[src/design/dps_pkg.sv]
// dps_pkg: shared constants and carrier types for the power-up scan sequencer.
// assumes a 200 MHz system clock and a stepper/read channel that answers with done pulses.
package dps_pkg;

   // ----------------------------------------------------------------
   // timing
   // ----------------------------------------------------------------
   localparam int CLK_PERIOD_NS = 5;
   localparam longint SPIN_DELAY_S = 20;
   localparam longint SPIN_DELAY_CYC = SPIN_DELAY_S * 1000000000 / CLK_PERIOD_NS;
   localparam longint BLINK_HALF_MS = 250;
   localparam longint BLINK_HALF_CYC = BLINK_HALF_MS * 1000000 / CLK_PERIOD_NS;
   localparam longint READ_TIMEOUT_MS = 100;
   localparam longint READ_TIMEOUT_CYC = READ_TIMEOUT_MS * 1000000 / CLK_PERIOD_NS;

   // ----------------------------------------------------------------
   // geometry
   // ----------------------------------------------------------------
   localparam int TRACK_W = 8;
   localparam int SECTOR_W = 5;
   localparam int SURF_W = 2;
   localparam logic [TRACK_W-1:0] TRK_ZERO = 8'h00;
   localparam logic [TRACK_W-1:0] TRK_SPARES = 8'h4D;   // track 77
   localparam logic [TRACK_W-1:0] TRK_PARK = 8'h9B;     // track 155
   localparam logic [TRACK_W-1:0] TRK_LAST = 8'h99;     // last data track, 153
   localparam logic [SECTOR_W-1:0] SEC_ZERO = 5'h00;
   localparam logic [SECTOR_W-1:0] SEC_LAST = 5'h0F;
   localparam logic [SURF_W-1:0] SURF_ZERO = 2'h0;
   localparam logic [SURF_W-1:0] SURF_SPARES_A = 2'h2;
   localparam logic [SURF_W-1:0] SURF_SPARES_B = 2'h3;
   localparam logic [SURF_W-1:0] SURF_LAST = 2'h3;
   localparam int SPARE_SLOTS = 32;
   localparam int ADDR_W = TRACK_W + SURF_W + SECTOR_W;
   localparam int TRY_W = 2;
   localparam logic [TRY_W-1:0] TRY_FIRST = 2'h0;
   localparam logic [TRY_W-1:0] TRY_AFTER_ZERO = 2'h1;
   localparam logic [TRY_W-1:0] TRY_AFTER_PARK = 2'h2;
   localparam logic [TRY_W-1:0] RECOVER_RETRIES = 2'h2;

   // ----------------------------------------------------------------
   // carriers
   // ----------------------------------------------------------------
   typedef struct packed
   {
      logic [TRACK_W-1:0] track;
      logic [SURF_W-1:0] surface;
      logic [SECTOR_W-1:0] sector;
   } dps_addr_t;

   typedef struct packed
   {
      logic done;
      logic ok;
   } dps_resp_t;

   typedef struct packed
   {
      logic valid;
      dps_addr_t addr;
   } dps_spare_t;

endpackage : dps_pkg

[src/design/dps_sequencer.sv]
// dps_sequencer: power-up and scan sequencer for a disk controller.
// assumes a stepper that pulses seekDone and a read channel that pulses a done/ok pair.
`timescale 1ns/1ps

module dps_sequencer
   import dps_pkg::*;
#(
   parameter longint SPIN_CYC = SPIN_DELAY_CYC,
   parameter longint BLINK_CYC = BLINK_HALF_CYC,
   parameter longint TIMEOUT_CYC = READ_TIMEOUT_CYC
)
(
   input wire logic clock,
   input wire logic rst,
   input wire logic supplyPowerGood,
   input wire logic seekDone,
   input wire dps_resp_t readResp,
   input wire logic spareEntry,
   input wire dps_addr_t spareAddr,
   output logic seekReq,
   output dps_addr_t seekTarget,
   output logic readReq,
   output dps_addr_t readAddr,
   output logic writeEnable,
   output logic readyLamp,
   output logic scanBusy,
   output logic scanDone,
   output logic scanFailed,
   output logic spareFull
);

   // ----------------------------------------------------------------
   // state and synchronisers
   // ----------------------------------------------------------------
   typedef enum logic [3:0] {
      ST_WAIT_PWR, ST_SPIN, ST_SEEK, ST_READ_SPARES, ST_SEEK_SCAN,
      ST_READ_SCAN, ST_RECOVER, ST_DONE, ST_PARKED
   } dps_state_t;

   localparam int TMR_W = 33;

   dps_state_t state_q, state_d;
   logic pgMeta_q, pgSync_q;
   logic [TRY_W-1:0] try_q;
   logic [TRY_W-1:0] recTry_q;
   logic [TRACK_W-1:0] target_q;
   logic spareDone_q;
   dps_addr_t addr_q;
   logic lamp_q;
   logic seekReq_q, readReq_q;
   logic timerLoad;
   logic [TMR_W-1:0] timerCount;
   logic timerExpired;
   logic timerRunning;
   logic blinkLoad;
   logic blinkExpired;
   logic blinkRunning;
   logic readFail;
   dps_addr_t nextAddr;

   // power good comes from the supply, outside this clock's domain
   always_ff @(posedge clock)
   begin
      if (rst)
      begin
         pgMeta_q <= 1'b0;
         pgSync_q <= 1'b0;
      end
      else
      begin
         pgMeta_q <= supplyPowerGood;
         pgSync_q <= pgMeta_q;
      end
   end

   // ----------------------------------------------------------------
   // helpers
   // ----------------------------------------------------------------
   // next sector in ascending order: sector, then surface, then track
   function automatic dps_addr_t next_addr(input dps_addr_t a);
      dps_addr_t n;
      n = a;
      if (a.sector != SEC_LAST)
         n.sector = a.sector + 1'b1;
      else
      begin
         n.sector = SEC_ZERO;
         if (a.surface != SURF_LAST)
            n.surface = a.surface + 1'b1;
         else
         begin
            n.surface = SURF_ZERO;
            n.track = a.track + 1'b1;
         end
      end
      return n;
   endfunction : next_addr

   function automatic logic last_addr(input dps_addr_t a);
      return (a.track == TRK_LAST) && (a.surface == SURF_LAST) && (a.sector == SEC_LAST);
   endfunction : last_addr

   // one timer shared: spin-up delay and read timeouts never overlap
   dps_timer #(.CNT_W(TMR_W)) u_timer (
      .clock(clock),
      .rst(rst),
      .load(timerLoad),
      .count(timerCount),
      .running(timerRunning),
      .expired(timerExpired)
   );

   dps_timer #(.CNT_W(TMR_W)) u_blink (
      .clock(clock),
      .rst(rst),
      .load(blinkLoad),
      .count(TMR_W'(BLINK_CYC - 1)),
      .running(blinkRunning),
      .expired(blinkExpired)
   );

   dps_spare_table #(.SLOTS(SPARE_SLOTS)) u_spares (
      .clock(clock),
      .rst(rst),
      .clear(state_q == ST_SEEK && state_d == ST_READ_SPARES && try_q == TRY_FIRST),
      .wrEn(spareEntry && state_q == ST_READ_SPARES),
      .wrAddr(spareAddr),
      .used(),
      .full(spareFull)
   );

   // a read attempt fails on a bad answer or on timeout
   // an answer in the same cycle as the timeout wins over the timeout
   assign readFail = (readResp.done && !readResp.ok) || (timerExpired && !readResp.done);
   assign nextAddr = next_addr(addr_q);

   // ----------------------------------------------------------------
   // next state
   // ----------------------------------------------------------------
   always_comb
   begin
      state_d = state_q;
      timerLoad = 1'b0;
      timerCount = TMR_W'(TIMEOUT_CYC - 1);
      case (state_q)
         ST_WAIT_PWR:
            if (pgSync_q)
            begin
               state_d = ST_SPIN;
               timerLoad = 1'b1;
               timerCount = TMR_W'(SPIN_CYC - 1);
            end
         ST_SPIN:
            if (timerExpired)
               state_d = ST_SEEK;
         ST_SEEK:
            if (seekDone)
            begin
               if (target_q == TRK_SPARES)
               begin
                  state_d = ST_READ_SPARES;
                  timerLoad = 1'b1;
               end
               else if (target_q == TRK_PARK && try_q == RECOVER_RETRIES && spareDone_q)
                  state_d = ST_PARKED;
               else
                  state_d = ST_SEEK; // recovery excursion finished, head back to 77
            end
         ST_READ_SPARES:
            if (readResp.done && readResp.ok)
               state_d = ST_SEEK_SCAN;
            else if (readFail)
               state_d = ST_SEEK;
         ST_SEEK_SCAN:
            if (seekDone)
            begin
               state_d = ST_READ_SCAN;
               timerLoad = 1'b1;
            end
         ST_READ_SCAN:
            if (readResp.done && readResp.ok)
            begin
               if (last_addr(addr_q))
                  state_d = ST_DONE;
               else
               begin
                  timerLoad = 1'b1;
                  if (nextAddr.track != addr_q.track)
                     state_d = ST_SEEK_SCAN;
               end
            end
            else if (readFail && recTry_q == RECOVER_RETRIES && last_addr(addr_q))
               state_d = ST_DONE; // final sector given up, nothing left to skip to
            else if (readFail)
               state_d = ST_RECOVER;
         ST_RECOVER:
            if (seekDone)
            begin
               state_d = ST_READ_SCAN;
               timerLoad = 1'b1;
            end
         ST_DONE, ST_PARKED:
            state_d = state_q;
         default:
            state_d = ST_WAIT_PWR;
      endcase
   end

   always_ff @(posedge clock)
   begin
      if (rst)
         state_q <= ST_WAIT_PWR;
      else
         state_q <= state_d;
   end

   // ----------------------------------------------------------------
   // spares retry path: 77, then 0 and back, then 155 and back, then park
   // ----------------------------------------------------------------
   // spareDone_q marks that the last attempt was used so the next park is final
   always_ff @(posedge clock)
   begin
      if (rst)
      begin
         target_q <= TRK_SPARES;
         try_q <= TRY_FIRST;
         spareDone_q <= 1'b0;
      end
      else if (state_q == ST_READ_SPARES && readFail && !(readResp.done && readResp.ok))
      begin
         if (try_q == TRY_FIRST)
         begin
            target_q <= TRK_ZERO;
            try_q <= TRY_AFTER_ZERO;
         end
         else if (try_q == TRY_AFTER_ZERO)
         begin
            target_q <= TRK_PARK;
            try_q <= TRY_AFTER_PARK;
         end
         else
         begin
            target_q <= TRK_PARK;
            spareDone_q <= 1'b1;
         end
      end
      else if (state_q == ST_SEEK && seekDone && target_q != TRK_SPARES && !spareDone_q)
         target_q <= TRK_SPARES;
   end

   // ----------------------------------------------------------------
   // scan address and recovery bookkeeping
   // ----------------------------------------------------------------
   // recovery re-seeks the current track once per retry, then skips the sector
   always_ff @(posedge clock)
   begin
      if (rst)
      begin
         addr_q <= '{track: TRK_ZERO, surface: SURF_ZERO, sector: SEC_ZERO};
         recTry_q <= TRY_FIRST;
      end
      else if (state_q == ST_READ_SPARES && readResp.done && readResp.ok)
         addr_q <= '{track: TRK_ZERO, surface: SURF_ZERO, sector: SEC_ZERO};
      else if (state_q == ST_READ_SCAN && readResp.done && readResp.ok && !last_addr(addr_q))
      begin
         addr_q <= next_addr(addr_q);
         recTry_q <= TRY_FIRST;
      end
      else if (state_q == ST_READ_SCAN && readFail)
      begin
         if (recTry_q == RECOVER_RETRIES && !last_addr(addr_q))
         begin
            addr_q <= next_addr(addr_q); // give up on this sector
            recTry_q <= TRY_FIRST;
         end
         else
            recTry_q <= recTry_q + 1'b1;
      end
   end

   // ----------------------------------------------------------------
   // stepper and read channel requests
   // ----------------------------------------------------------------
   // requests are held until the far side answers
   always_ff @(posedge clock)
   begin
      if (rst)
      begin
         seekReq_q <= 1'b0;
         readReq_q <= 1'b0;
      end
      else
      begin
         seekReq_q <= (state_d == ST_SEEK) || (state_d == ST_SEEK_SCAN) ||
                      (state_d == ST_RECOVER);
         readReq_q <= (state_d == ST_READ_SPARES) || (state_d == ST_READ_SCAN);
      end
   end

   assign seekReq = seekReq_q && !seekDone;
   assign readReq = readReq_q && !readResp.done;
   assign seekTarget = '{track: (state_q == ST_SEEK) ? target_q : addr_q.track,
                         surface: SURF_ZERO, sector: SEC_ZERO};
   assign readAddr = (state_q == ST_READ_SPARES) ?
      dps_addr_t'{track: TRK_SPARES, surface: (try_q[0] ? SURF_SPARES_B : SURF_SPARES_A),
        sector: SEC_ZERO} : addr_q;
   // scan never writes; keep the gate explicit so nothing can write mid-seek
   assign writeEnable = 1'b0 && !seekReq_q;

   // ----------------------------------------------------------------
   // ready lamp
   // ----------------------------------------------------------------
   // lit at power-on, dark once power is good, toggling through the sector scan
   assign blinkLoad = (state_q == ST_READ_SCAN || state_q == ST_SEEK_SCAN ||
                       state_q == ST_RECOVER) && (!blinkRunning || blinkExpired);

   always_ff @(posedge clock)
   begin
      if (rst)
         lamp_q <= 1'b1;
      else if (state_q == ST_WAIT_PWR && pgSync_q)
         lamp_q <= 1'b0;
      else if (blinkExpired && state_q inside {ST_READ_SCAN, ST_SEEK_SCAN, ST_RECOVER})
         lamp_q <= !lamp_q;
      else if (state_q == ST_DONE)
         lamp_q <= 1'b1;
      else if (state_q == ST_PARKED)
         lamp_q <= 1'b0;
   end

   assign readyLamp = lamp_q;
   assign scanBusy = !(state_q inside {ST_WAIT_PWR, ST_DONE, ST_PARKED});
   assign scanDone = (state_q == ST_DONE);
   assign scanFailed = (state_q == ST_PARKED);

   // ----------------------------------------------------------------
   // checks
   // ----------------------------------------------------------------
   a_idle_no_activity:
   assert property (@(posedge clock) disable iff (rst)
      !pgSync_q |-> !seekReq && !readReq)
      else $error("activity before power good");

   a_lamp_off_pg:
   assert property (@(posedge clock) disable iff (rst)
      (state_q == ST_WAIT_PWR && pgSync_q) |=> !readyLamp)
      else $error("lamp not off at power good");

   a_spin_hold_seek:
   assert property (@(posedge clock) disable iff (rst)
      (state_q == ST_SPIN) |-> !seekReq && timerRunning)
      else $error("seek during spin-up");

   a_first_seek_spares:
   assert property (@(posedge clock) disable iff (rst)
      (state_q == ST_SPIN && timerExpired) |=> seekTarget.track == TRK_SPARES)
      else $error("first seek not to spares track");

   a_retry_to_zero:
   assert property (@(posedge clock) disable iff (rst)
      (state_q == ST_READ_SPARES && readFail && try_q == TRY_FIRST)
      |=> state_q == ST_SEEK && target_q == TRK_ZERO)
      else $error("first recovery not via track 0");

   a_retry_to_park:
   assert property (@(posedge clock) disable iff (rst)
      (state_q == ST_READ_SPARES && readFail && try_q == TRY_AFTER_ZERO)
      |=> target_q == TRK_PARK && !spareDone_q)
      else $error("second recovery not via park");

   a_abandon_park:
   assert property (@(posedge clock) disable iff (rst)
      (state_q == ST_SEEK && seekDone && spareDone_q) |=> state_q == ST_PARKED)
      else $error("abandon did not park");

   a_scan_from_zero:
   assert property (@(posedge clock) disable iff (rst)
      (state_q == ST_READ_SPARES && readResp.done && readResp.ok)
      |=> addr_q.track == TRK_ZERO && addr_q.sector == SEC_ZERO)
      else $error("scan does not start at sector 0");

   a_no_write_seek:
   assert property (@(posedge clock) disable iff (rst)
      seekReq_q |-> !writeEnable)
      else $error("write enabled during seek");

   a_parked_quiet:
   assert property (@(posedge clock) disable iff (rst)
      (state_q == ST_PARKED) |=> scanFailed && !readReq && !seekReq)
      else $error("activity after abandon");

endmodule : dps_sequencer

[src/design/dps_timer.sv]
// dps_timer: loadable down-counter that pulses expired when it reaches zero.
// assumes load and the count come from the sequencer on the same clock.
`timescale 1ns/1ps
module dps_timer
   import dps_pkg::*;
#(
   parameter int CNT_W = 33
)
(
   input wire logic clock,
   input wire logic rst,
   input wire logic load,
   input wire logic [CNT_W-1:0] count,
   output logic running,
   output logic expired
);

   // ----------------------------------------------------------------
   // counter
   // ----------------------------------------------------------------
   logic [CNT_W-1:0] cnt_q;
   logic run_q;

   // load restarts; a zero load expires on the next edge
   always_ff @(posedge clock)
   begin
      if (rst)
      begin
         cnt_q <= '0;
         run_q <= 1'b0;
      end
      else if (load)
      begin
         cnt_q <= count;
         run_q <= 1'b1;
      end
      else if (run_q)
      begin
         if (cnt_q == '0)
            run_q <= 1'b0;
         else
            cnt_q <= cnt_q - 1'b1;
      end
   end

   assign running = run_q;
   // load must not mask expired: callers reload on expiry, which would close a loop
   assign expired = run_q && (cnt_q == '0);

endmodule : dps_timer

[src/design/dps_spare_table.sv]
// dps_spare_table: holds relocated sector entries captured from the spares track.
// assumes entries arrive one at a time as a packed record with a write strobe.
`timescale 1ns/1ps
module dps_spare_table
   import dps_pkg::*;
#(
   parameter int SLOTS = SPARE_SLOTS
)
(
   input wire logic clock,
   input wire logic rst,
   input wire logic clear,
   input wire logic wrEn,
   input wire dps_addr_t wrAddr,
   output logic [$clog2(SLOTS+1)-1:0] used,
   output logic full
);

   // ----------------------------------------------------------------
   // storage
   // ----------------------------------------------------------------
   dps_spare_t table_q [SLOTS];
   logic [$clog2(SLOTS+1)-1:0] used_q;

   // entries beyond the last slot are dropped; full tells the sequencer
   always_ff @(posedge clock)
   begin
      if (rst || clear)
         used_q <= '0;
      else if (wrEn && !full)
         used_q <= used_q + 1'b1;
   end

   // record each relocated sector in the next free slot
   always_ff @(posedge clock)
   begin
      if (wrEn && !full)
         table_q[used_q[$clog2(SLOTS)-1:0]] <= '{valid: 1'b1, addr: wrAddr};
   end

   assign used = used_q;
   assign full = (used_q == SLOTS[$clog2(SLOTS+1)-1:0]);

endmodule : dps_spare_table

[config.mk]
export PLATFORM = sky130hd
export DESIGN_NAME = dps_sequencer
export DESIGN_NICKNAME = d
export VERILOG_FILES = /design/src/design/dps_pkg.sv /design/src/design/dps_sequencer.sv /design/src/design/dps_timer.sv /design/src/design/dps_spare_table.sv
export SDC_FILE = /design/constraint.sdc
export NUM_CORES = 1
export LEC_CHECK = 0
export BUFFER_PORTS_ARGS = -buffer_cell sky130_fd_sc_hd__clkbuf_2
export CORE_MARGIN = 4
export CORE_UTILIZATION = 56
export DETAILED_ROUTE_END_ITERATION = 8
export GPL_TIMING_DRIVEN = 0
export PLACE_DENSITY = 0.77
export SETUP_SLACK_MARGIN = 0.3
export SLEW_MARGIN = 20
export SYNTH_ARGS = -nofsm -noshare
export SYNTH_HDL_FRONTEND = slang
export SYNTH_SLANG_ARGS = --single-unit
export TNS_END_PERCENT = 5
[constraint.sdc]
create_clock -name clock -period 7.1 [get_ports clock]
set_input_delay 0.355 -clock clock [delete_from_list [all_inputs] [get_ports clock]]
set_output_delay 0.355 -clock clock [all_outputs]
set_load 0.1 [all_outputs]
==> qor_table.md <==
| Metric | Reported |
|:---|:---|
| Outcome | finished clean |
| Clock buffer count from CTS | 9 |
| Fraction of synthesized cell area taken by the top area cell type | 0.371 |
| RSZ-0062 raised after global routing | false |
| H-tree depth | 3 |
| Port-buffer cells | 35 |
| Post-detailed-route DRC marker count | 0 |
| Antenna violations before repair | 0 |
| Worst hold path class | in2reg |
| Dpl hpwl | 9930 um |
| Max-slew headroom at the worst pin | 0.461 |
| Capturing element type of the critical path | primary output |
| Fraction of the cycle the final worst path needs | 0.495 |
| Count of different cell masters after synthesis | 69 |
| Average size of a mapped cell | 8.28 um2 |
| Cell type with the highest aggregate area in the netlist | dfxtp_1 |
| Combinational cell fraction of total power | 0.159 |
| Final number of hold-violating endpoints | 0 |
| Row cnt | 36 |
| First-pass GRT wire length | 23,700 um |
| Portion of total power attributed to sequential cells | 0.514 |
| EDFF count, synth | 0 |
| Number of max-capacitance violations reported | 0 |
| Main synth FF type | dfxtp_1 |
| Proportion of synthesized chip area in sequential cells | 0.371 |
| Quantity of gates resized following cts | 0 |
| Die boundary height | 109 um |
| Internal cell power | 853 uW |
| Multi-input combinational cell area | 3350 um2 |
| Setup violators final | 0 |
| Number of cells produced by synthesis | 691 |
| Summed negative setup slack over all endpoints | 0 ps |
| Maximum cell stage delay along the critical path | 470 ps |
| Leak | 0.00238 uW |
| Total detailed-routing wirelength | 13,800 um |
| Setup Fix Bufs, Post-CTS | 0 |
| Cell Chain, Critical Path | clkbuf_1 -> nand2_1 -> nor3_1 -> clkbuf_1 -> clkbuf_1 -> or2_2 -> clkbuf_2 |
| Post-layout power | 1220 uW |
| Cell area after synthesis | 5720 um2 |
| Slew Limit Fails | 0 |
| Arr. time, crit path | 3160 ps |
| Number of clock sinks seen by CTS | 106 |
| Max frequency | 285 MHz |
| Tot GR Track Use | 0.246 |
| Met1 wire length | 6110 um |
| DRC marker count from the first detailed-route iteration | 373 |
| Worst Path Required | 6740 ps |
| IO Count | 60 |
| CTS Root Buffer Type | clkbuf_8 |
| Startpoint Class | register |
| Share of total power consumed by net switching | 0.300 |
| Transition time at the pin with the least slew margin | 801 ps |
| Via density per instance | 5.95 |
| Via count | 5,245 |
| Full die area | 11,900 um2 |
| Worst ir drop on vdd | 0.127 mV |
| Average detailed-routed wire length per instance | 15.6 um |
| Synthesized flop and latch total | 106 |
| Final critical path time including I/O delays and setup | 3510 ps |
| Layout overhead on the synthesized area | 10.0% |
| Largest net degree at the start of global routing | 19 |
| Final nets | 775 |
| Synthesis warning total | 0 |
| Top layer in use | met4 |
| Top post-synthesis cells by area | dfxtp_1, xnor2_1, a21oi_1, nor2_1, nand2_1 |
| Fraction of registers with async set/reset | 0 |
| Met3 layer wire length in the routed design | 604 um |
| CTS tree | built |
| Clock transition at the register clock pins on the worst setup and hold paths after CTS | 120 ps |
| Core outline area | 9860 um2 |
| Placer congestion estimate | 0.903 |
| Maximum count of clock buffers along a single path | 2 |
| PD cells | 194 nW/um2 |
| Number of fill cells in the layout | 839 |
| Proportion of layout cells with a drive suffix above 1 | 0.140 |
| Hold bufs inserted after CTS | 0 |
| Library cell appearing most often on the critical path | clkbuf_1 |
| Worst Path Class, Setup | reg2out |
| Number of nets with antenna violations after routing | 0 |
| Met2 wirelength from detailed routing | 6880 um |
| Switching power summed over all nets | 366 uW |
| Antenna diodes | 0 |
| Initial Utilization | 0.580 |
| Die X | 109 um |
| Highest fanout seen on the critical path | 10 |
| Power share of the clock group | 0.326 |
| Worst path slowest cell | clkbuf_1 |
| Combined flip-flop and latch cell area | 2120 um2 |
| Final worst clock skew | 24.1 ps |
| Clk Latency, worst-skew pair | 390 ps |
| Residual overflow from global routing | 0 |
| DR pass1 iterations | 5 |
| Number of global-route vias before repair | 5,108 |
-- worst paths after layout --
kind | startpoint | end | slack (ps) | cells past startpoint
min reg2reg | pgMeta_q | pgSync_q | 460 | 1
min | supplyPowerGood | pgMeta_q | 190 | 2
max | state_q[0] | readAddr[13] | 3590 | 7
max reg2reg | state_q[1] | u_timer.cnt_q[12] | 4130 | 8
-- layout by cell type, fill, tap and decap left out, types with 11 or more instances in the layout --
| cell type | instances |
|---|---|
| nor3_1 | 35 |
| xor2_1 | 11 |
| o21ai_0 | 17 |
| or3_1 | 14 |
| nor4_1 | 23 |
| or4_1 | 13 |
| xnor2_1 | 37 |
| a211oi_1 | 23 |
| a311oi_1 | 12 |
| dfxtp_1 | 106 |
| nor2b_1 | 16 |
| nor2_1 | 68 |
| nand2_1 | 52 |
| clkbuf_1 | 25 |
| inv_1 | 19 |
| nand3_1 | 21 |
| clkbuf_2 | 35 |
| a21oi_1 | 52 |
-- per-stage QoR --
| step | setup slack [ps] | cell area [um2] | cells | hold WS, ps | utilization |
|---|---|---|---|---|---|
| 3_3_place_gp | 4150 | 6090 | 866 | 424 | 0.617 |
| 3_5_place_dp | 4030 | 6090 | 866 | 434 | 0.617 |
| 6_report | 3590 | 6290 | 882 | 186 | 0.638 |
| 2_1_floorplan | 3380 | 5750 | 698 | 414 | - |
| 5_1_grt | 3430 | 6290 | 882 | 180 | 0.638 |
| 4_1_cts | 3620 | 6290 | 882 | 176 | 0.638 |
-- cell type report --
type                    instances  area share
well taps                     133      0.0264
clock buffers                  11      0.0225
repair buffers                 35      0.0278
inverters                      19      0.0113
clock inverters                 5      0.0103
plain buffers                  41      0.0316
multi-input cells             532       0.533
flip-flops and latches        106       0.337
-- metal layers --
metal  GRT usage  vias to the layer above
li1            -                     2610
met1       0.311                     2484
met2       0.423                      133
met3      0.0320                       18
met4      0.0992                        0
met5           0                        -
-- cell families after synthesis --
| kind of cell | Yosys count | synth area share |
|---|---|---|
| AOI/OAI and AO/OA | 142 | 0.166 |
| xor gates and xnor gates | 48 | 0.0735 |
| adders and majority gates | 9 | 0.0197 |
| buffers and inverters | 60 | 0.0472 |
| DFF | 106 | 0.371 |
| muxes | 7 | 0.0129 |
| other | 1 | 0.000656 |
| and+or+nand+nor | 318 | 0.309 |
-- sequential cells by signal, summed over array words and instances, names as in the netlist, 2 cells and up --
signal and flops:
target_q 3, addr_q 15, recTry_q 2, try_q 2
u_spares.used 6, u_blink.cnt_q 33, state_q 4, u_timer.cnt_q 33
-- critical path, delay by kind of cell (launching register included) --
family	cells	cell delay [ps]
simple gates	3	780
buf+inv	4	1630
flops	1	350
-- cell usage after synthesis, types with 6 or more instances --
cell type  instances
nor3_2             7
or2_2             10
dfxtp_1          106
a211oi_1          23
nor4_1            23
buf_4             10
o21ai_0           17
nand2_1           52
nor2b_1           16
xor2_1            11
inv_1             19
nor3_1            35
and3_1             8
nand4_1           10
clkbuf_1          24
xnor2_1           37
buf_2              6
or4_1             13
ha_1               9
nand2b_1           8
nand3_1           21
a311oi_1          12
nor2_1            68
a21oi_1           52
or3_1             14
-- power by group through the flow --
| stage | Sequential [uW] | Clock (uW) | Combinational (uW) |
|---|---|---|---|
| floorplan | 638 | 0 | 153 |
| global placement | 639 | 0 | 187 |
| detailed placement | 640 | 0 | 191 |
| CTS | 626 | 401 | 192 |
| global route | 630 | 424 | 212 |
| finish | 627 | 398 | 194 |
Power figures use the tool's default switching activity.
